$ cat src/srq_pkg.sv
package srq_pkg;
  localparam int          DATA_W        = 8;
  localparam int          DEPTH         = 4;
  localparam int          PTR_W         = 2;
  localparam int          CNT_W         = 5;
  localparam logic [4:0]  CNT_MAX       = 5'h04;
  // word index of each register on the plain port
  localparam logic [3:0]  ADDR_CTRL     = 4'h0;
  localparam logic [3:0]  ADDR_DATA     = 4'h1;
  localparam logic [3:0]  ADDR_ISTAT    = 4'h2;
  localparam logic [3:0]  ADDR_IMASK    = 4'h3;
  // field positions of rx_queue_control
  localparam int          OVF_BIT       = 15;
  localparam int          OVF_CLR_BIT   = 14;
  localparam int          QRST_BIT      = 13;
  localparam int          CNT_HI        = 12;
  localparam int          CNT_LO        = 8;
  localparam int          LVL_BIT       = 7;
  localparam int          LVL_CLR_BIT   = 6;
  localparam int          IENA_BIT      = 5;
  localparam int          THR_HI        = 4;
  localparam int          THR_LO        = 0;
  // reset values
  localparam logic        QRST_RST      = 1'b1;
  localparam logic        IENA_RST      = 1'b0;
  localparam logic [4:0]  THR_RST       = 5'h1f;
  // sticky event bits: 0 level match, 1 overrun
  localparam int          EV_N          = 2;
  localparam int          EV_LVL        = 0;
  localparam int          EV_OVR        = 1;
  localparam logic [1:0]  MASK_RST      = 2'h0;
endpackage

$ cat src/srq_rx_fifo_ctrl.sv
// Notes on behaviour
// RULE1: a push into a full queue sets the overrun flag and drops the oldest word.
// RULE2: the overrun flag in bit 15 is status only and raises no level request.
// RULE3: writing one to bit 14 clears the overrun flag; bit 14 reads zero.
// RULE4: while bit 13 is zero the pointers and count are held at zero.
// RULE5: setting bit 13 to one lets the queue take words again.
// RULE6: bits 12 to 8 report the stored word count, 0 to 4.
// RULE7: bit 7 reads one once the level condition has occurred; the code sets it only while bit 13 is one.
// RULE8: writing one to bit 6 clears the level flag; bit 6 reads zero.
// RULE9: bit 5 enables the level-match request.
// RULE10: the level condition holds when count >= threshold in bits 4 to 0.
// RULE11: the threshold resets to all ones.
// RULE12: software keeps the threshold at four or less.
// RULE13: the queue request is high while level flag and enable are both one; the code registers it, so it follows them one cycle later.
//
// Local design decisions: the address-and-strobe port and the placing of the registers.
`timescale 1ns/10ps
`default_nettype none
module srq_rx_fifo_ctrl
  import srq_pkg::*;
(
  input  wire logic                        clk,
  input  wire logic                        srst,
  input  wire logic                        pushValid,
  input  wire logic [srq_pkg::DATA_W-1:0]  pushData,
  input  wire logic [3:0]                  regAddr,
  input  wire logic [15:0]                 regWrData,
  input  wire logic                        regWr,
  input  wire logic                        regRd,
  output logic      [15:0]                 regRdData,
  output logic                             rxQueueIrq,
  output logic                             irq
);
  import srq_pkg::*;

  logic [PTR_W-1:0]  wrPtr_q;
  logic [PTR_W-1:0]  rdPtr_q;
  logic [CNT_W-1:0]  count_q;
  logic              overrun_q;
  logic              levelFlag_q;
  logic              queueRun_q;
  logic              levelIrqEn_q;
  logic [4:0]        threshold_q;
  logic [EV_N-1:0]   evStat_q;
  logic [EV_N-1:0]   evMask_q;
  logic              bypass_q;
  logic [DATA_W-1:0] bypassData_q;
  logic [DATA_W-1:0] memRdData;
  logic [PTR_W-1:0]  memRdAddr;
  logic [PTR_W-1:0]  rdPtr_d;
  logic [DATA_W-1:0] headWord;

  logic              ctrlWr;
  logic              popReq;
  logic              push;
  logic              pop;
  logic              full;
  logic              dropOld;
  logic              thresholdMatch;
  logic [EV_N-1:0]   evSet;
  logic [15:0]       ctrlView;

  assign ctrlWr = regWr && (regAddr == ADDR_CTRL);
  // reading the data word consumes it
  assign popReq = regRd && (regAddr == ADDR_DATA);
  assign full = (count_q == CNT_MAX);
  assign push = pushValid && queueRun_q; // RULE5
  assign pop = popReq && queueRun_q && (count_q != '0);
  // full queue, no pop: the oldest word is pushed out
  assign dropOld = push && full && !pop; // RULE1
  // next read pointer, shared by the pointer flop and the mem read port
  always_comb
  begin
    rdPtr_d = rdPtr_q;
    if (srst || !queueRun_q) // RULE4
    begin
      rdPtr_d = '0;
    end
    else if (pop || dropOld) // RULE1
    begin
      rdPtr_d = rdPtr_q + 2'h1;
    end
  end

  // read one pointer ahead so the mem register already shows the head word
  assign memRdAddr = rdPtr_d;

  srq_store u_store (
    .clk    (clk),
    .wrEn   (push),
    .wrAddr (wrPtr_q),
    .wrData (pushData),
    .rdAddr (memRdAddr),
    .rdData (memRdData)
  );

  // write pointer
  always_ff @(posedge clk)
  begin
    if (srst || !queueRun_q) // RULE4
    begin
      wrPtr_q <= '0;
    end
    else if (push)
    begin
      wrPtr_q <= wrPtr_q + 2'h1;
    end
  end

  // read pointer; reset and hold are folded into rdPtr_d
  always_ff @(posedge clk)
  begin
    rdPtr_q <= rdPtr_d; // RULE1 RULE4
  end

  // fill count; a push into a full queue leaves it at four
  always_ff @(posedge clk)
  begin
    if (srst || !queueRun_q) // RULE4
    begin
      count_q <= '0;
    end
    else if (push && !pop && !full)
    begin
      count_q <= count_q + 5'h01; // RULE6
    end
    else if (pop && !push)
    begin
      count_q <= count_q - 5'h01; // RULE6
    end
  end

  // a push onto the head address reaches the mem register one edge late;
  // the word is kept here for that single cycle
  always_ff @(posedge clk)
  begin
    if (srst)
    begin
      bypass_q     <= 1'b0;
      bypassData_q <= '0;
    end
    else
    begin
      bypass_q     <= push && (wrPtr_q == rdPtr_d);
      bypassData_q <= pushData;
    end
  end

  assign headWord = bypass_q ? bypassData_q : memRdData;

  // threshold >= check; limits above four never match, by intent
  assign thresholdMatch = (count_q >= threshold_q); // RULE10

  // overrun flag: set wins over the clear
  always_ff @(posedge clk)
  begin
    if (srst)
    begin
      overrun_q <= 1'b0;
    end
    else if (dropOld) // RULE1
    begin
      overrun_q <= 1'b1;
    end
    else if (ctrlWr && regWrData[OVF_CLR_BIT]) // RULE3
    begin
      overrun_q <= 1'b0;
    end
  end

  // level flag: set wins over the clear
  always_ff @(posedge clk)
  begin
    if (srst)
    begin
      levelFlag_q <= 1'b0;
    end
    else if (thresholdMatch && queueRun_q) // RULE7
    begin
      levelFlag_q <= 1'b1;
    end
    else if (ctrlWr && regWrData[LVL_CLR_BIT]) // RULE8
    begin
      levelFlag_q <= 1'b0;
    end
  end

  // control fields
  always_ff @(posedge clk)
  begin
    if (srst)
    begin
      queueRun_q   <= QRST_RST;
      levelIrqEn_q <= IENA_RST;
      threshold_q  <= THR_RST; // RULE11
    end
    else if (ctrlWr)
    begin
      queueRun_q   <= regWrData[QRST_BIT]; // RULE4 RULE5
      levelIrqEn_q <= regWrData[IENA_BIT]; // RULE9
      threshold_q  <= regWrData[THR_HI:THR_LO];
    end
  end

  // request output of the queue; overrun deliberately not ORed in
  always_ff @(posedge clk)
  begin
    if (srst)
    begin
      rxQueueIrq <= 1'b0;
    end
    else
    begin
      rxQueueIrq <= levelFlag_q && levelIrqEn_q; // RULE13 RULE2 RULE9
    end
  end

  // sticky event status, write one to clear, set wins
  assign evSet[EV_LVL] = thresholdMatch && queueRun_q;
  assign evSet[EV_OVR] = dropOld;

  for (genvar e = 0; e < EV_N; e++)
  begin : g_ev
    always_ff @(posedge clk)
    begin
      if (srst)
      begin
        evStat_q[e] <= 1'b0;
      end
      else if (evSet[e])
      begin
        evStat_q[e] <= 1'b1;
      end
      else if (regWr && (regAddr == ADDR_ISTAT) && regWrData[e])
      begin
        evStat_q[e] <= 1'b0;
      end
    end
  end

  always_ff @(posedge clk)
  begin
    if (srst)
    begin
      evMask_q <= MASK_RST;
    end
    else if (regWr && (regAddr == ADDR_IMASK))
    begin
      evMask_q <= regWrData[EV_N-1:0];
    end
  end

  always_ff @(posedge clk)
  begin
    if (srst)
    begin
      irq <= 1'b0;
    end
    else
    begin
      irq <= |(evStat_q & evMask_q);
    end
  end

  // clear bits read zero
  always_comb
  begin
    ctrlView = '0;
    ctrlView[OVF_BIT]       = overrun_q; // RULE2
    ctrlView[QRST_BIT]      = queueRun_q;
    ctrlView[CNT_HI:CNT_LO] = count_q; // RULE6
    ctrlView[LVL_BIT]       = levelFlag_q; // RULE7
    ctrlView[IENA_BIT]      = levelIrqEn_q;
    ctrlView[THR_HI:THR_LO] = threshold_q;
  end

  // read data stand in the cycle after the strobe only, zero otherwise;
  // a data read of an empty queue returns a stale word and pops nothing
  always_ff @(posedge clk)
  begin
    if (srst)
    begin
      regRdData <= '0;
    end
    else if (regRd)
    begin
      case (regAddr)
        ADDR_CTRL:  regRdData <= ctrlView;
        ADDR_DATA:  regRdData <= {8'h00, headWord};
        ADDR_ISTAT: regRdData <= {14'h0000, evStat_q};
        ADDR_IMASK: regRdData <= {14'h0000, evMask_q};
        default:    regRdData <= '0;
      endcase
    end
    else
    begin
      regRdData <= '0;
    end
  end
endmodule
`default_nettype wire

$ cat src/srq_store.sv
`timescale 1ns/10ps
`default_nettype none
module srq_store
  import srq_pkg::*;
(
  input  wire logic                  clk,
  input  wire logic                  wrEn,
  input  wire logic [srq_pkg::PTR_W-1:0]  wrAddr,
  input  wire logic [srq_pkg::DATA_W-1:0] wrData,
  input  wire logic [srq_pkg::PTR_W-1:0]  rdAddr,
  output logic      [srq_pkg::DATA_W-1:0] rdData
);
  logic [DATA_W-1:0] mem [DEPTH];

  always_ff @(posedge clk)
  begin
    if (wrEn)
    begin
      mem[wrAddr] <= wrData;
    end
  end

  // registered read port
  always_ff @(posedge clk)
  begin
    rdData <= mem[rdAddr];
  end
endmodule
`default_nettype wire
$ cat config.mk
export PLATFORM = sky130hd
export DESIGN_NAME = srq_rx_fifo_ctrl
export DESIGN_NICKNAME = d
export VERILOG_FILES = /design/src/srq_pkg.sv /design/src/srq_rx_fifo_ctrl.sv /design/src/srq_store.sv
export SDC_FILE = /design/constraint.sdc
export NUM_CORES = 1
export LEC_CHECK = 0
export BUFFER_PORTS_ARGS = -buffer_cell sky130_fd_sc_hd__buf_4
export CORE_MARGIN = 2
export CORE_UTILIZATION = 56
export DETAILED_ROUTE_END_ITERATION = 7
export GPL_TIMING_DRIVEN = 1
export PLACE_DENSITY = 0.77
export SLEW_MARGIN = 20
export SYNTH_ARGS = -nofsm -noshare
export SYNTH_HDL_FRONTEND = slang
export SYNTH_HIERARCHICAL = 1
export SYNTH_SLANG_ARGS = --single-unit
export TNS_END_PERCENT = 50
$ cat constraint.sdc
create_clock -name clk -period 2.9 [get_ports clk]
set_input_delay 0.145 -clock clk [delete_from_list [all_inputs] [get_ports clk]]
set_output_delay 0.145 -clock clk [all_outputs]
set_load 0.05 [all_outputs]
=== Word level (Yosys, flattened, before mapping) ===
Memory sizes are Yosys's and may differ from the RTL's. A register that Yosys moved wholly into a read port is not among the register bits.
Cells that the tools add are included.

* Memories: 1
* Bits in writable memories: 32
* Output and inout bits: 18
* Bits of input ports: 33
* Register bits after elaboration: 49

{| class="wikitable"
|+ Memories
! memory !! depth !! width !! read ports !! clocked after Yosys merged registers in !! wr ports !! RTL line !! RTL
|-
| u_store.mem || 4 || 8 || 1 || 1 || 1 || srq_store.sv:13 || <nowiki>logic [DATA_W-1:0] mem [DEPTH];</nowiki>
|}

* Order comparisons: 1
* Mux-type cells: 16
* Reductions and logical operators: 34
* Bitwise operators: 2
* Equal/unequal tests: 5
* $add $sub $neg: 4

{| class="wikitable"
|+ Operators by type and width
! operator !! number
|-
| 16-bit case mux with 4 select lines || 1
|-
| 1-bit logical AND || 19
|-
| 1-bit 2-to-1 mux || 10
|-
| 5-bit 2-to-1 mux || 2
|-
| 2-bit nonzero test || 5
|-
| 4-bit by 2-bit equality test with 1-bit output, second input constant || 2
|-
| 8-bit 2-to-1 mux || 1
|-
| 5-bit by 1-bit adder with 5-bit output, second input constant || 1
|-
| 5-bit by 3-bit equality test with 1-bit output, second input constant || 1
|-
| 5-bit greater-or-equal comparator || 1
|-
| 5-bit nonzero test || 1
|-
| 5-bit by 1-bit subtractor with 5-bit output, second input constant || 1
|-
| 2-bit by 1-bit adder with 2-bit output, second input constant || 2
|-
| 4-bit by 1-bit equality test with 1-bit output, second input constant || 1
|-
| 1-bit zero test || 4
|-
| 4-bit zero test || 1
|-
| 2-bit 2-to-1 mux || 2
|-
| 2-bit OR reduction || 2
|-
| 2-bit AND || 1
|-
| 2-bit equality test || 1
|-
| 1-bit logical OR || 2
|-
| 1-bit inverter || 1
|}

=== Longest topological paths before layout ===
Gate-level depths: netlist of the first run.

* Depth in word-level cells: 11
* Gate-level depth with buffers: 9
* Depth with buffers taken out: 9

=== Cells and area by module ===
The synthesis of the first run kept the hierarchy.

{| class="wikitable"
|+ Modules (own cells, without submodules)
! module !! area each (µm²) !! instances !! cells an instance
|-
| srq_rx_fifo_ctrl || 2177.1 || 1 || 220
|-
| srq_store || 1348.8 || 1 || 54
|}

=== Worst setup path before layout of the first run ===
OpenSTA, ideal clock, no wires.

* Kind: register to register
* Start point: register count_q[0]
* End point: register count_q[4]
* Setup time: 0.120 ns
* Slack: 0.650 ns
* Clock period less this slack: 2.250 ns
* Arrival time: 2.131 ns
* Data required time: 2.780 ns
* Cell stages (with the launch flop): 10
* Cells stage by stage: dfxtp_1 > nor4_4 > nand2_1 > o211ai_1 > ha_1 > a21o_1 > a21o_1 > nor4_1 > o21ai_0 > nor3b_1

* Cells in the longest elaborated chain, start to end: 6

{| class="wikitable"
|+ Ends and longest elaborated chain
! what !! RTL line !! RTL
|-
| start, declared || srq_rx_fifo_ctrl.sv:38 || <nowiki>logic [CNT_W-1:0] count_q;</nowiki>
|-
| start signal, assigned || srq_rx_fifo_ctrl.sv:125 || <nowiki>count_q <= count_q + 5'h01;</nowiki>
|-
| start signal, assigned || srq_rx_fifo_ctrl.sv:129 || <nowiki>count_q <= count_q - 5'h01;</nowiki>
|-
| branches (longest 6 deep; another with 5-bit by 1-bit subtractor with 5-bit output) || -- ||
|}

Parallel ways; which one is timed is not known. The select of a mux whose other input is x is not followed.
A chain may end at the register's enable or synchronous reset.

=== Worst setup path after layout of the first run ===
Ends and elaborated chain as after synthesis.

==> summary.txt, run 1 <==
Worst path top cell family by delay -> simple AND/OR/NAND/NOR gates
Final period util -> 89.8%
Mapped Area -> 3530 um2
Worst vdd ir -> 0.000627 V
Main area contributors after synthesis -> dfxtp_1 (32%), edfxtp_1 (27%), mux4_2 (5.1%)
Initial antenna violation count -> 0
PwrDens -> 762 nW/um2
Syn Inst Count -> 274
Nets -> 370
Post-DRT Antenna Nets -> 0
Vias per cell -> 5.55
Slowest stage cell, crit path -> dfxtp_1
Top-area cell type share of the netlist area -> 31.8%
TritonCTS buffer count -> 9
Power share of the combinational group -> 23.4%
Gr usage total -> 20.9%
Yosys reg bits -> 88
Maximum capacitance violations -> 0
Syn avg cell area -> 12.9 um2
Unique cell type count in the Yosys netlist -> 54
FF-to-FF End -> count_q[4]
Initial Util -> 58.9%
Max Fanout on Critical Path -> 7
Full die area -> 6950 um2
CTS tree -> yes
H-tree lvl count -> 3
Run status -> completed
Hold Path Stages -> 2
Die Y -> 83.4 um
R2r startpoint -> count_q[0]
CORE AREA -> 5990 um2
Final HPWL DP -> 4550 um
Max frequency -> 0.384 GHz
1st-pass router iterations -> 4
Worst EP arrival -> 2840 ps
Worst-path cell chain -> nor4_4 -> nand2_1 -> o211ai_1 -> ha_1 -> a21o_1 -> a21o_1 -> nor4_1 -> o21ai_0 -> nor3b_1
Worst-Margin Slew -> 667 ps
Post-layout min period -> 2600 ps
Design Area, Final -> 4210 um2
DRC viols -> 0
NetSw -> 911 uW
Reg2reg path depth -> 9
Final Setup Violations -> 0
Sw Ratio -> 28.4%
CP startpoint kind -> flip-flop
Required time of the critical path -> 3140 ps
RSZ-0062 raised after global routing -> no
Async set-or-reset flop fraction in the synthesized netlist -> 0%
Synth Net Count -> 316
Initial DRC Count -> 156
IO Port Bufs -> 42
Worst path most repeated cell -> a21o_1
Die X -> 83.4 um
I/O Pins -> 51
Top-count cell post-synth -> dfxtp_1
Seq pwr share -> 47.5%
TNS Setup -> 0 ps
Setup bufs post-CTS -> 0
Dpl cell area -> 3910 um2
Worst-path clk slew -> 90 ps
Buf/Inv on CP -> 0
GR Overflow Total -> 0
Top cells by count, synth -> dfxtp_1 (56), edfxtp_1 (32), nor2_1 (20)
Worst Hold Endpoint -> threshold_q[3]
R2R setup slack -> 300 ps
Fraction of layout cells with a size suffix above 1 -> 27.3%
Deepest clock path buffer count -> 2
Clock share of power -> 29.1%
First-pass GRT wire length -> 11200 um
Seq/Total Area, Yosys -> 59.0%
Area growth syn-to-layout -> 19.4%
CTS sink count -> 88
Placer's final routability congestion estimate -> 0.749
Slew margin rel. -> 54.9%
Cell taking the most area after synthesis -> dfxtp_1
Internal cell power -> 2.30 mW
Clk_skew -> 9.88 ps
Main synth FF type -> dfxtp_1
Crit path capture type -> flip-flop
# rows -> 28
Leak -> 1.63 nW
Post-Route WL -> 6770 um
CP Class -> reg -> reg
Slew Limit Fails -> 0
Post-DR wirelength/cell -> 16.6 um
Largest net degree at the start of global routing -> 28
Fillers -> 436
Count of final hold-check violations -> 0
Yosys warns -> 6
# diodes -> 0
Root Buffer -> clkbuf_8
EDFF count, synth -> 32
HP Start -> regWrData[3]
Vias in the first global route -> 2312
Vias -> 2265
CP peak stage delay -> 420 ps
Clk_lat worst skew -> 360 ps
HP Class -> in -> reg
## metal layers
metal  global-route usage, %  vias up  part of all wire (%)
met5                       0        -                     0
met4                    6.26        0                   1.4
met3                    5.86       10                   5.2
met2                    35.1       63                    50
met1                    26.3     1078                    43
li1                        -     1114                     -
## cell usage in the layout, fill, tap and decap left out, drive strengths merged, types with 3 or more instances in the layout
cell	count
dfxtp	56
buf	47
edfxtp	32
nor2	21
a21oi	17
nand2	11
inv	11
a22oi	10
clkbuf	9
mux2	8
nand3	8
nor2b	8
ha	8
dlygate4sd3	8
mux4	8
and2	7
xnor2	6
a311o	5
a211oi	5
mux2i	4
nor3b	4
and3b	3
and3	3
a21o	3
nor4	3
## worst register-to-register path, cell delays in order, from the launching register on
cell	delay (ps)
dfxtp_1	420
nor4_4	400
nand2_1	130
o211ai_1	230
ha_1	350
a21o_1	190
a21o_1	200
nor4_1	280
o21ai_0	130
nor3b_1	160
## kinds of logic after synthesis
logic type,synth area share (%)
simple gates,13.8
mux,8.80
xor+xnor,1.99
fa+ha+maj,3.41
other cells,0.106
buf+inv,2.87
compound gates,9.94
flops,59.0
## worst max-delay path by stage
stage                      end        from  slack [ps]  cells past startpoint
CTS                 count_q[4]  count_q[0]         280                      9
finish              count_q[4]  count_q[0]         300                      9
global route        count_q[4]  count_q[0]          30                      9
detailed placement  count_q[4]  regAddr[3]         220                     10
floorplan           count_q[4]  count_q[0]         650                      9
global placement    count_q[4]  regAddr[3]         340                     10
## per-stage QoR
step / hold WS (ps) / setup WS (ps) / util [%] / instances / power, mW
final: 26.1 / 295 / 70.3 / 408 / 3.21
after global routing: 14.6 / 34.7 / 70.3 / 408 / 3.38
after CTS: 1.41 / 284 / 70.1 / 407 / 3.23
after detailed placement: 356 / 223 / 65.2 / 384 / 2.29
after global placement: 354 / 337 / 65.2 / 384 / 2.27
after floorplan: 217 / 650 / - / 274 / 2.13
## power by group through the flow
| stage | Clock [mW] | Sequential (mW) | Combinational [mW] |
|---|---|---|---|
| final | 0.935 | 1.52 | 0.750 |
| after global routing | 1.01 | 1.54 | 0.828 |
| after CTS | 0.950 | 1.52 | 0.756 |
| after detailed placement | 0 | 1.55 | 0.742 |
| after global placement | 0 | 1.54 | 0.723 |
| after floorplan | 0 | 1.51 | 0.613 |
## timing repair
action	4_1_cts	5_1_grt
endpoints found under the hold margin	24	4
hold buffers	7	1
resized for setup	0	0
## area by class of cell
type	instances	area [um2]	share of cell area (%)
clock buffer	9	124	2.94
sequential	88	2080	49.5
inverter	8	30.0	0.713
clock inverter	7	98.8	2.35
tap	75	93.8	2.23
timing repair buffer	55	433	10.3
multi-input combinational	166	1350	32.0
## registers in the layout, indices dropped and copies added, names as in the netlist, 2 cells and up
signal and count:
rdPtr_q 2, u_store/rdData 8, evStat_q 2, bypassData_q 8, evMask_q 2, u_store/mem 32, wrPtr_q 2, regRdData 15
count_q 5, threshold_q 5
Note: power is estimated with default switching activity, not from simulation.
==> run 2, diff against run 1 <==
Settings changed: CORE_MARGIN 2 to 1.5, CORE_UTILIZATION 56 to 50, PLACE_DENSITY 0.77 to 0.7, SETUP_SLACK_MARGIN set to 0.05.
==> run 2 against run 1 <==
Effect of this change:
- final cell count grew 5.1%
- hold slack gained 9.0 ps
- critical path type unchanged
- maximum frequency grew 4.0%
- non-clock buffer count is the same
- sequential power is essentially flat
- combinational power is essentially flat
- setup slack gained 100 ps
- clock skew shrank 1.2 ps
- critical path depth is the same
- core utilization shrank 8.5 points
- largest cell class unchanged
- total power shrank 4.9%
- highest routed layer unchanged
==> summary.txt, run 2 (synthesized netlist as in run 1, its figures left out) <==
I/O Pins -> 51 (unchanged)
Regs by FF count -> u_store/mem: 32 flops, regRdData: 15 flops
Worst-path cell chain -> nor4_4 -> nand2_1 -> o211ai_1 -> ha_1 -> a21o_1 -> a21o_1 -> nor4_1 -> o21ai_0 -> nor3b_1
Fraction of layout cells with a size suffix above 1 -> 27.6% (+0.30 points)
CP startpoint kind -> flip-flop
Clk_skew -> 8.70 ps (-1.18 ps)
Initial Util -> 51.9% (-7.0 points)
Final period util -> 86.3% (-3.5 points)
Area of the multi-input gates -> 1350 um2 (unchanged)
Worst path top cell family by delay -> simple AND/OR/NAND/NOR gates
Area growth syn-to-layout -> 19.1%
Worst path most repeated cell -> a21o_1
CTS tree -> yes
Nets -> 370 (unchanged)
Worst-Margin Slew -> 796 ps (+129 ps)
DRC viols -> 0 (unchanged)
Die Y -> 87.0 um (+4.3%)
Vias in the first global route -> 2150 (-7.0%)
Worst-path clk slew -> 90 ps (about the same)
Biggest register -> u_store/mem
CORE AREA -> 6790 um2 (+13%)
Vias -> 2248 (-0.75%)
Buf/Inv on CP -> 0 (unchanged)
Slew Limit Fails -> 0 (unchanged)
Final std cells w/o fill -> 429 (+5.1%)
Run status -> completed
Required time of the critical path -> 3140 ps (about the same)
Post-layout min period -> 2500 ps (-101 ps)
CTS sink count -> 88 (unchanged)
Count of final hold-check violations -> 0 (unchanged)
Number of flip-flops in the largest register -> 32 (unchanged)
# rows -> 30 (+7.1%)
R2r startpoint -> count_q[0]
HP Start -> regWrData[3]
Root Buffer -> clkbuf_8
PostCTS Resize Cnt -> 0 (unchanged)
Placer's final routability congestion estimate -> 0.795 (+6.1%)
HP Class -> in -> reg
Slowest stage cell, crit path -> dfxtp_1
Max Fanout on Critical Path -> 7 (unchanged)
Max frequency -> 0.399 GHz (+4.0%)
Post-DR wirelength/cell -> 15.1 um (-8.8%)
Full die area -> 7560 um2 (+8.9%)
Vias per cell -> 5.24 (-5.6%)
Most frequent cells in the layout -> dfxtp_1 (56), buf_4 (47), edfxtp_1 (32)
Final HPWL DP -> 4440 um (-2.5%)
PwrDens -> 726 nW/um2 (-4.6%)
Sequential cell area -> 2080 um2 (unchanged)
Slew margin rel. -> 46.2% (-8.7 points)
Final Setup Violations -> 0 (unchanged)
Fillers -> 525 (+20%)
Deepest clock path buffer count -> 2 (unchanged)
H-tree lvl count -> 3 (unchanged)
Leak -> 1.61 nW (-1.4%)
RSZ-0062 raised after global routing -> no
Worst vdd ir -> 0.000421 V (-33%)
Placed cells -> 405 (+5.5%)
GR Overflow Total -> 0 (unchanged)
CP Class -> reg -> reg
1st-pass router iterations -> 4 (unchanged)
First-pass GRT wire length -> 10500 um (-6.5%)
Largest net degree at the start of global routing -> 28 (unchanged)
CP peak stage delay -> 420 ps (about the same)
Maximum capacitance violations -> 0 (unchanged)
Post-DRT Antenna Nets -> 0 (unchanged)
Start point of the critical path -> count_q[0]
Die X -> 87.0 um (+4.3%)
TNS Setup -> 0 ps (unchanged)
Gr usage total -> 18.9% (-2.0 points)
Most common cell after layout, fill and taps aside -> dfxtp_1
Worst EP arrival -> 2740 ps (-100 ps)
IO Port Bufs -> 42 (unchanged)
Crit path capture type -> flip-flop
# diodes -> 0 (unchanged)
Initial DRC Count -> 83 (-47%)
Post-Route WL -> 6500 um (-4.1%)
Clk_lat worst skew -> 350 ps (about the same)
TritonCTS buffer count -> 9 (unchanged)
Initial antenna violation count -> 0 (unchanged)
run 2: power breakdown:
part	internal [mW]	total, mW	switching [mW]	leakage, nW
Combinational	0.403	0.750	0.346	0.768
Sequential	1.40	1.52	0.121	0.752
Clock	0.327	0.779	0.451	0.0901
Total	2.13	3.05	0.919	1.61
run 2: area by class of cell:
type | instances | share of cell area, %
clock buffer | 9 | 2.95
clock inverter | 7 | 1.43
inverter | 8 | 0.715
multi-input combinational | 166 | 32.1
sequential | 88 | 49.6
tap | 96 | 2.86
timing repair buffer | 55 | 10.3
run 2: final timing paths:
check / to / slack [ps] / cells after the start
hold / removal: threshold_q[3] / 40 / 2
setup / recovery: count_q[4] / 400 / 9
hold reg to reg: regRdData[15] / 450 / 1
setup reg to reg: count_q[4] / 400 / 9
run 2: per-stage QoR:
stage	utilization, %	power [mW]	hold WS, ps	setup WS [ps]	cell area [um2]
2_1_floorplan	-	2.13	217	650	3530
3_3_place_gp	57.9	2.27	356	366	3930
3_5_place_dp	57.9	2.29	361	290	3930
4_1_cts	61.8	3.09	18.0	394	4200
5_1_grt	61.8	3.23	13.4	156	4200
6_report	61.8	3.05	35.0	396	4200
run 2: timing repair:
action | in CTS | in global routing
hold endpoints to repair | 32 | 0
buffers inserted | 0 | 0
hold buffers | 8 | 0
run 2: metal layers:
metal | share of wire [%] | track usage, %
met1 | 44 | 22.5
met5 | 0 | 0
met2 | 50 | 32.4
met3 | 4.8 | 5.88
met4 | 1.3 | 6.45
==> run 3, diff against run 2 <==
Settings changed: ABC_AREA set to 1, PLACE_DENSITY 0.7 to 0.72.
==> run 3 against run 2 <==
Effect of this change:
- clock power grew 4.7%
- combinational power shrank 55%
- sequential share of layout area shrank 1.4 points
- synthesized cell count grew 50%
- hold slack lost 22 ps
- via count grew 22%
- wire length grew 10%
- die area grew 4.2%
- global-route usage grew 1.1 points
- setup slack gained 67 ps
- area after synthesis grew 4.4%
- largest power group unchanged
==> summary.txt, run 3 <==
Synth Net Count -> 454 (+44%)
Fraction of layout cells with a size suffix above 1 -> 15.8% (-12 points)
Main synth FF type -> dfxtp_1
Nets -> 506 (+37%)
Gr usage total -> 20.0% (+1.1 points)
Async set-or-reset flop fraction in the synthesized netlist -> 0% (unchanged)
Deepest clock path buffer count -> 2 (unchanged)
Unique cell type count in the Yosys netlist -> 32 (-41%)
Hold_ws -> 12.8 ps (-22.3 ps)
FF-to-FF End -> count_q[4]
Fillers -> 628 (+20%)
Final HPWL DP -> 4920 um (+11%)
Syn Inst Count -> 412 (+50%)
R2r startpoint -> count_q[0]
IO Port Bufs -> 42 (unchanged)
Initial antenna violation count -> 0 (unchanged)
Worst-Margin Slew -> 639 ps (-157 ps)
Required time of the critical path -> 3150 ps (about the same)
Largest net degree at the start of global routing -> 26 (-7.1%)
Design Area, Final -> 4320 um2 (+3.0%)
GR Overflow Total -> 0 (unchanged)
Die X -> 88.8 um (+2.1%)
Placed cells -> 547 (+35%)
Number of flip-flops in the largest register -> 32 (unchanged)
Final Setup Violations -> 0 (unchanged)
Start point of the critical path -> count_q[0]
Slew Limit Fails -> 0 (unchanged)
DRC viols -> 0 (unchanged)
Area growth syn-to-layout -> 17.5%
Vias per cell -> 4.82 (-8.1%)
Crit path capture -> count_q[4]
Post-DR wirelength/cell -> 12.6 um (-17%)
Final period util -> 84.0% (-2.3 points)
Leak -> 2.00 nW (+24%)
Pwr Total -> 2.54 mW (-17%)
Full die area -> 7890 um2 (+4.2%)
I/O Pins -> 51 (unchanged)
Most common cell after layout, fill and taps aside -> nand2_1
CP Class -> reg -> reg
Mapped Area -> 3680 um2 (+4.4%)
Vias in the first global route -> 2627 (+22%)
R2R setup slack -> 460 ps (+70 ps)
First-pass GRT wire length -> 11800 um (+12%)
EDFF count, synth -> 32 (unchanged)
Slew margin rel. -> 57.4% (+11 points)
Placer's final routability congestion estimate -> 0.909 (+14%)
HP Start -> pushData[6]
Reg2reg path depth -> 12 (+3)
Count of final hold-check violations -> 0 (unchanged)
Final std cells w/o fill -> 568 (+32%)
PwrDens -> 586 nW/um2 (-19%)
Initial Util -> 51.3% (-0.60 points)
Max frequency -> 0.410 GHz (+2.7%)
1st-pass router iterations -> 4 (unchanged)
Cell taking the most area after synthesis -> dfxtp_1
H-tree lvl count -> 3 (unchanged)
Die Y -> 88.8 um (+2.1%)
Post-Route WL -> 7170 um (+10%)
Worst-path clk slew -> 80 ps (about the same)
Yosys reg bits -> 88 (unchanged)
TNS Setup -> 0 ps (unchanged)
Post-DRT Antenna Nets -> 0 (unchanged)
Maximum capacitance violations -> 0 (unchanged)
# diodes -> 0 (unchanged)
Root Buffer -> clkbuf_8
Seq/Total Area, Yosys -> 56.6% (-2.5 points)
# rows -> 31 (+3.3%)
HP Class -> in -> reg
Yosys warns -> 6 (unchanged)
Crit path capture type -> flip-flop
CTS tree -> yes
Clk_lat worst skew -> 350 ps (about the same)
Regs by FF count -> u_store/mem: 32 flops, regRdData: 15 flops
Most frequent cells in the layout -> nand2_1 (96), inv_1 (71), dfxtp_1 (56)
CP startpoint kind -> flip-flop
Top cells by count, synth -> nand2_1 (96), inv_1 (71), dfxtp_1 (56)
Biggest register -> u_store/mem
Syn avg cell area -> 8.93 um2 (-31%)
Top-area cell type share of the netlist area -> 30.5% (-1.3 points)
CTS sink count -> 88 (unchanged)
Initial DRC Count -> 127 (+53%)
Worst EP arrival -> 2680 ps (-60 ps)
Vias -> 2736 (+22%)
Top-count cell post-synth -> nand2_1
CORE AREA -> 7180 um2 (+5.6%)
Worst vdd ir -> 0.000238 V (-43%)
Run status -> completed
Max Fanout on Critical Path -> 6 (-1)
Post-layout min period -> 2440 ps (-66.8 ps)
TritonCTS buffer count -> 9 (unchanged)
Clk_skew -> 8.08 ps (-0.621 ps)
PostCTS Resize Cnt -> 0 (unchanged)
Dpl cell area -> 4090 um2 (+3.9%)
RSZ-0062 raised after global routing -> no
Main area contributors after synthesis -> dfxtp_1 (30%), edfxtp_1 (26%), nand2_1 (9.8%)
-- run 3: report_power, final --
| part | switching [mW] | internal [mW] | leakage, nW |
|---|---|---|---|
| Clock | 0.421 | 0.395 | 0.0917 |
| Combinational | 0.201 | 0.133 | 1.16 |
| Sequential | 0.0414 | 1.34 | 0.753 |
-- run 3: cell type report --
class | count | area (um2) | area share (%)
Clock inverter | 6 | 58.8 | 1.36
Multi-Input combinational cell | 240 | 1250 | 28.9
Tap cell | 99 | 124 | 2.86
Clock buffer | 10 | 128 | 2.95
Sequential cell | 88 | 2080 | 48.1
Inverter | 72 | 273 | 6.31
Timing Repair Buffer | 53 | 410 | 9.49
-- run 3: worst min path at each step --
| stage | to | slack (ps) | cells after the start |
|---|---|---|---|
| 3_5_place_dp | u_store/mem[1][1] | 360 | 1 |
| 3_3_place_gp | u_store/mem[3][2] | 360 | 1 |
| 6_report | u_store/mem[2][6] | 10 | 1 |
| 4_1_cts | u_store/mem[2][6] | 2 | 1 |
| 5_1_grt | u_store/mem[2][6] | 0.5 | 1 |
| 2_1_floorplan | u_store/mem[0][0] | 240 | 0 |
-- run 3: logic make-up (layout without fill, tap and decap cells) --
family          count (synthesis)  after routing  share of synthesized area (%)
simple gates                  174            174                           21.3
flops                          88             88                           56.6
buf+inv                        84            141                           9.52
compound gates                 46             46                           6.42
fa+ha+maj                       9              9                           3.26
mux                             7              7                           2.11
xor+xnor                        3              3                          0.714
other cells                     1              1                          0.102
-- run 3: per-stage QoR --
stage,worst slack (ps),util [%]
2_1_floorplan,714,-
3_3_place_gp,531,57.0
3_5_place_dp,493,57.0
4_1_cts,458,60.3
5_1_grt,147,60.3
6_report,463,60.3
-- run 3: critical path, cell delays in order, from the launching register on --
cell,delay [ps]
dfxtp_1,380
nor2_1,210
nand3_1,170
nand3_4,120
nand3_1,210
fa_1,470
a21oi_1,160
nor2_1,60
nor2_1,80
inv_1,50
or2_1,230
a21oi_1,150
nor2_1,60
-- run 3: timing repair --
action                    CTS  global route
setup buffers               0             0
hold buffers                5             0
hold endpoints to repair   20             0
-- run 3: per-layer routing --
layer  share of wire [%]  GRT usage, %  up-vias
met2                  48          32.6       58
li1                    -             -     1419
met4                 1.7          7.53        0
met1                  46          26.0     1244
met5                   0             0        -
met3                 4.2          4.66       15
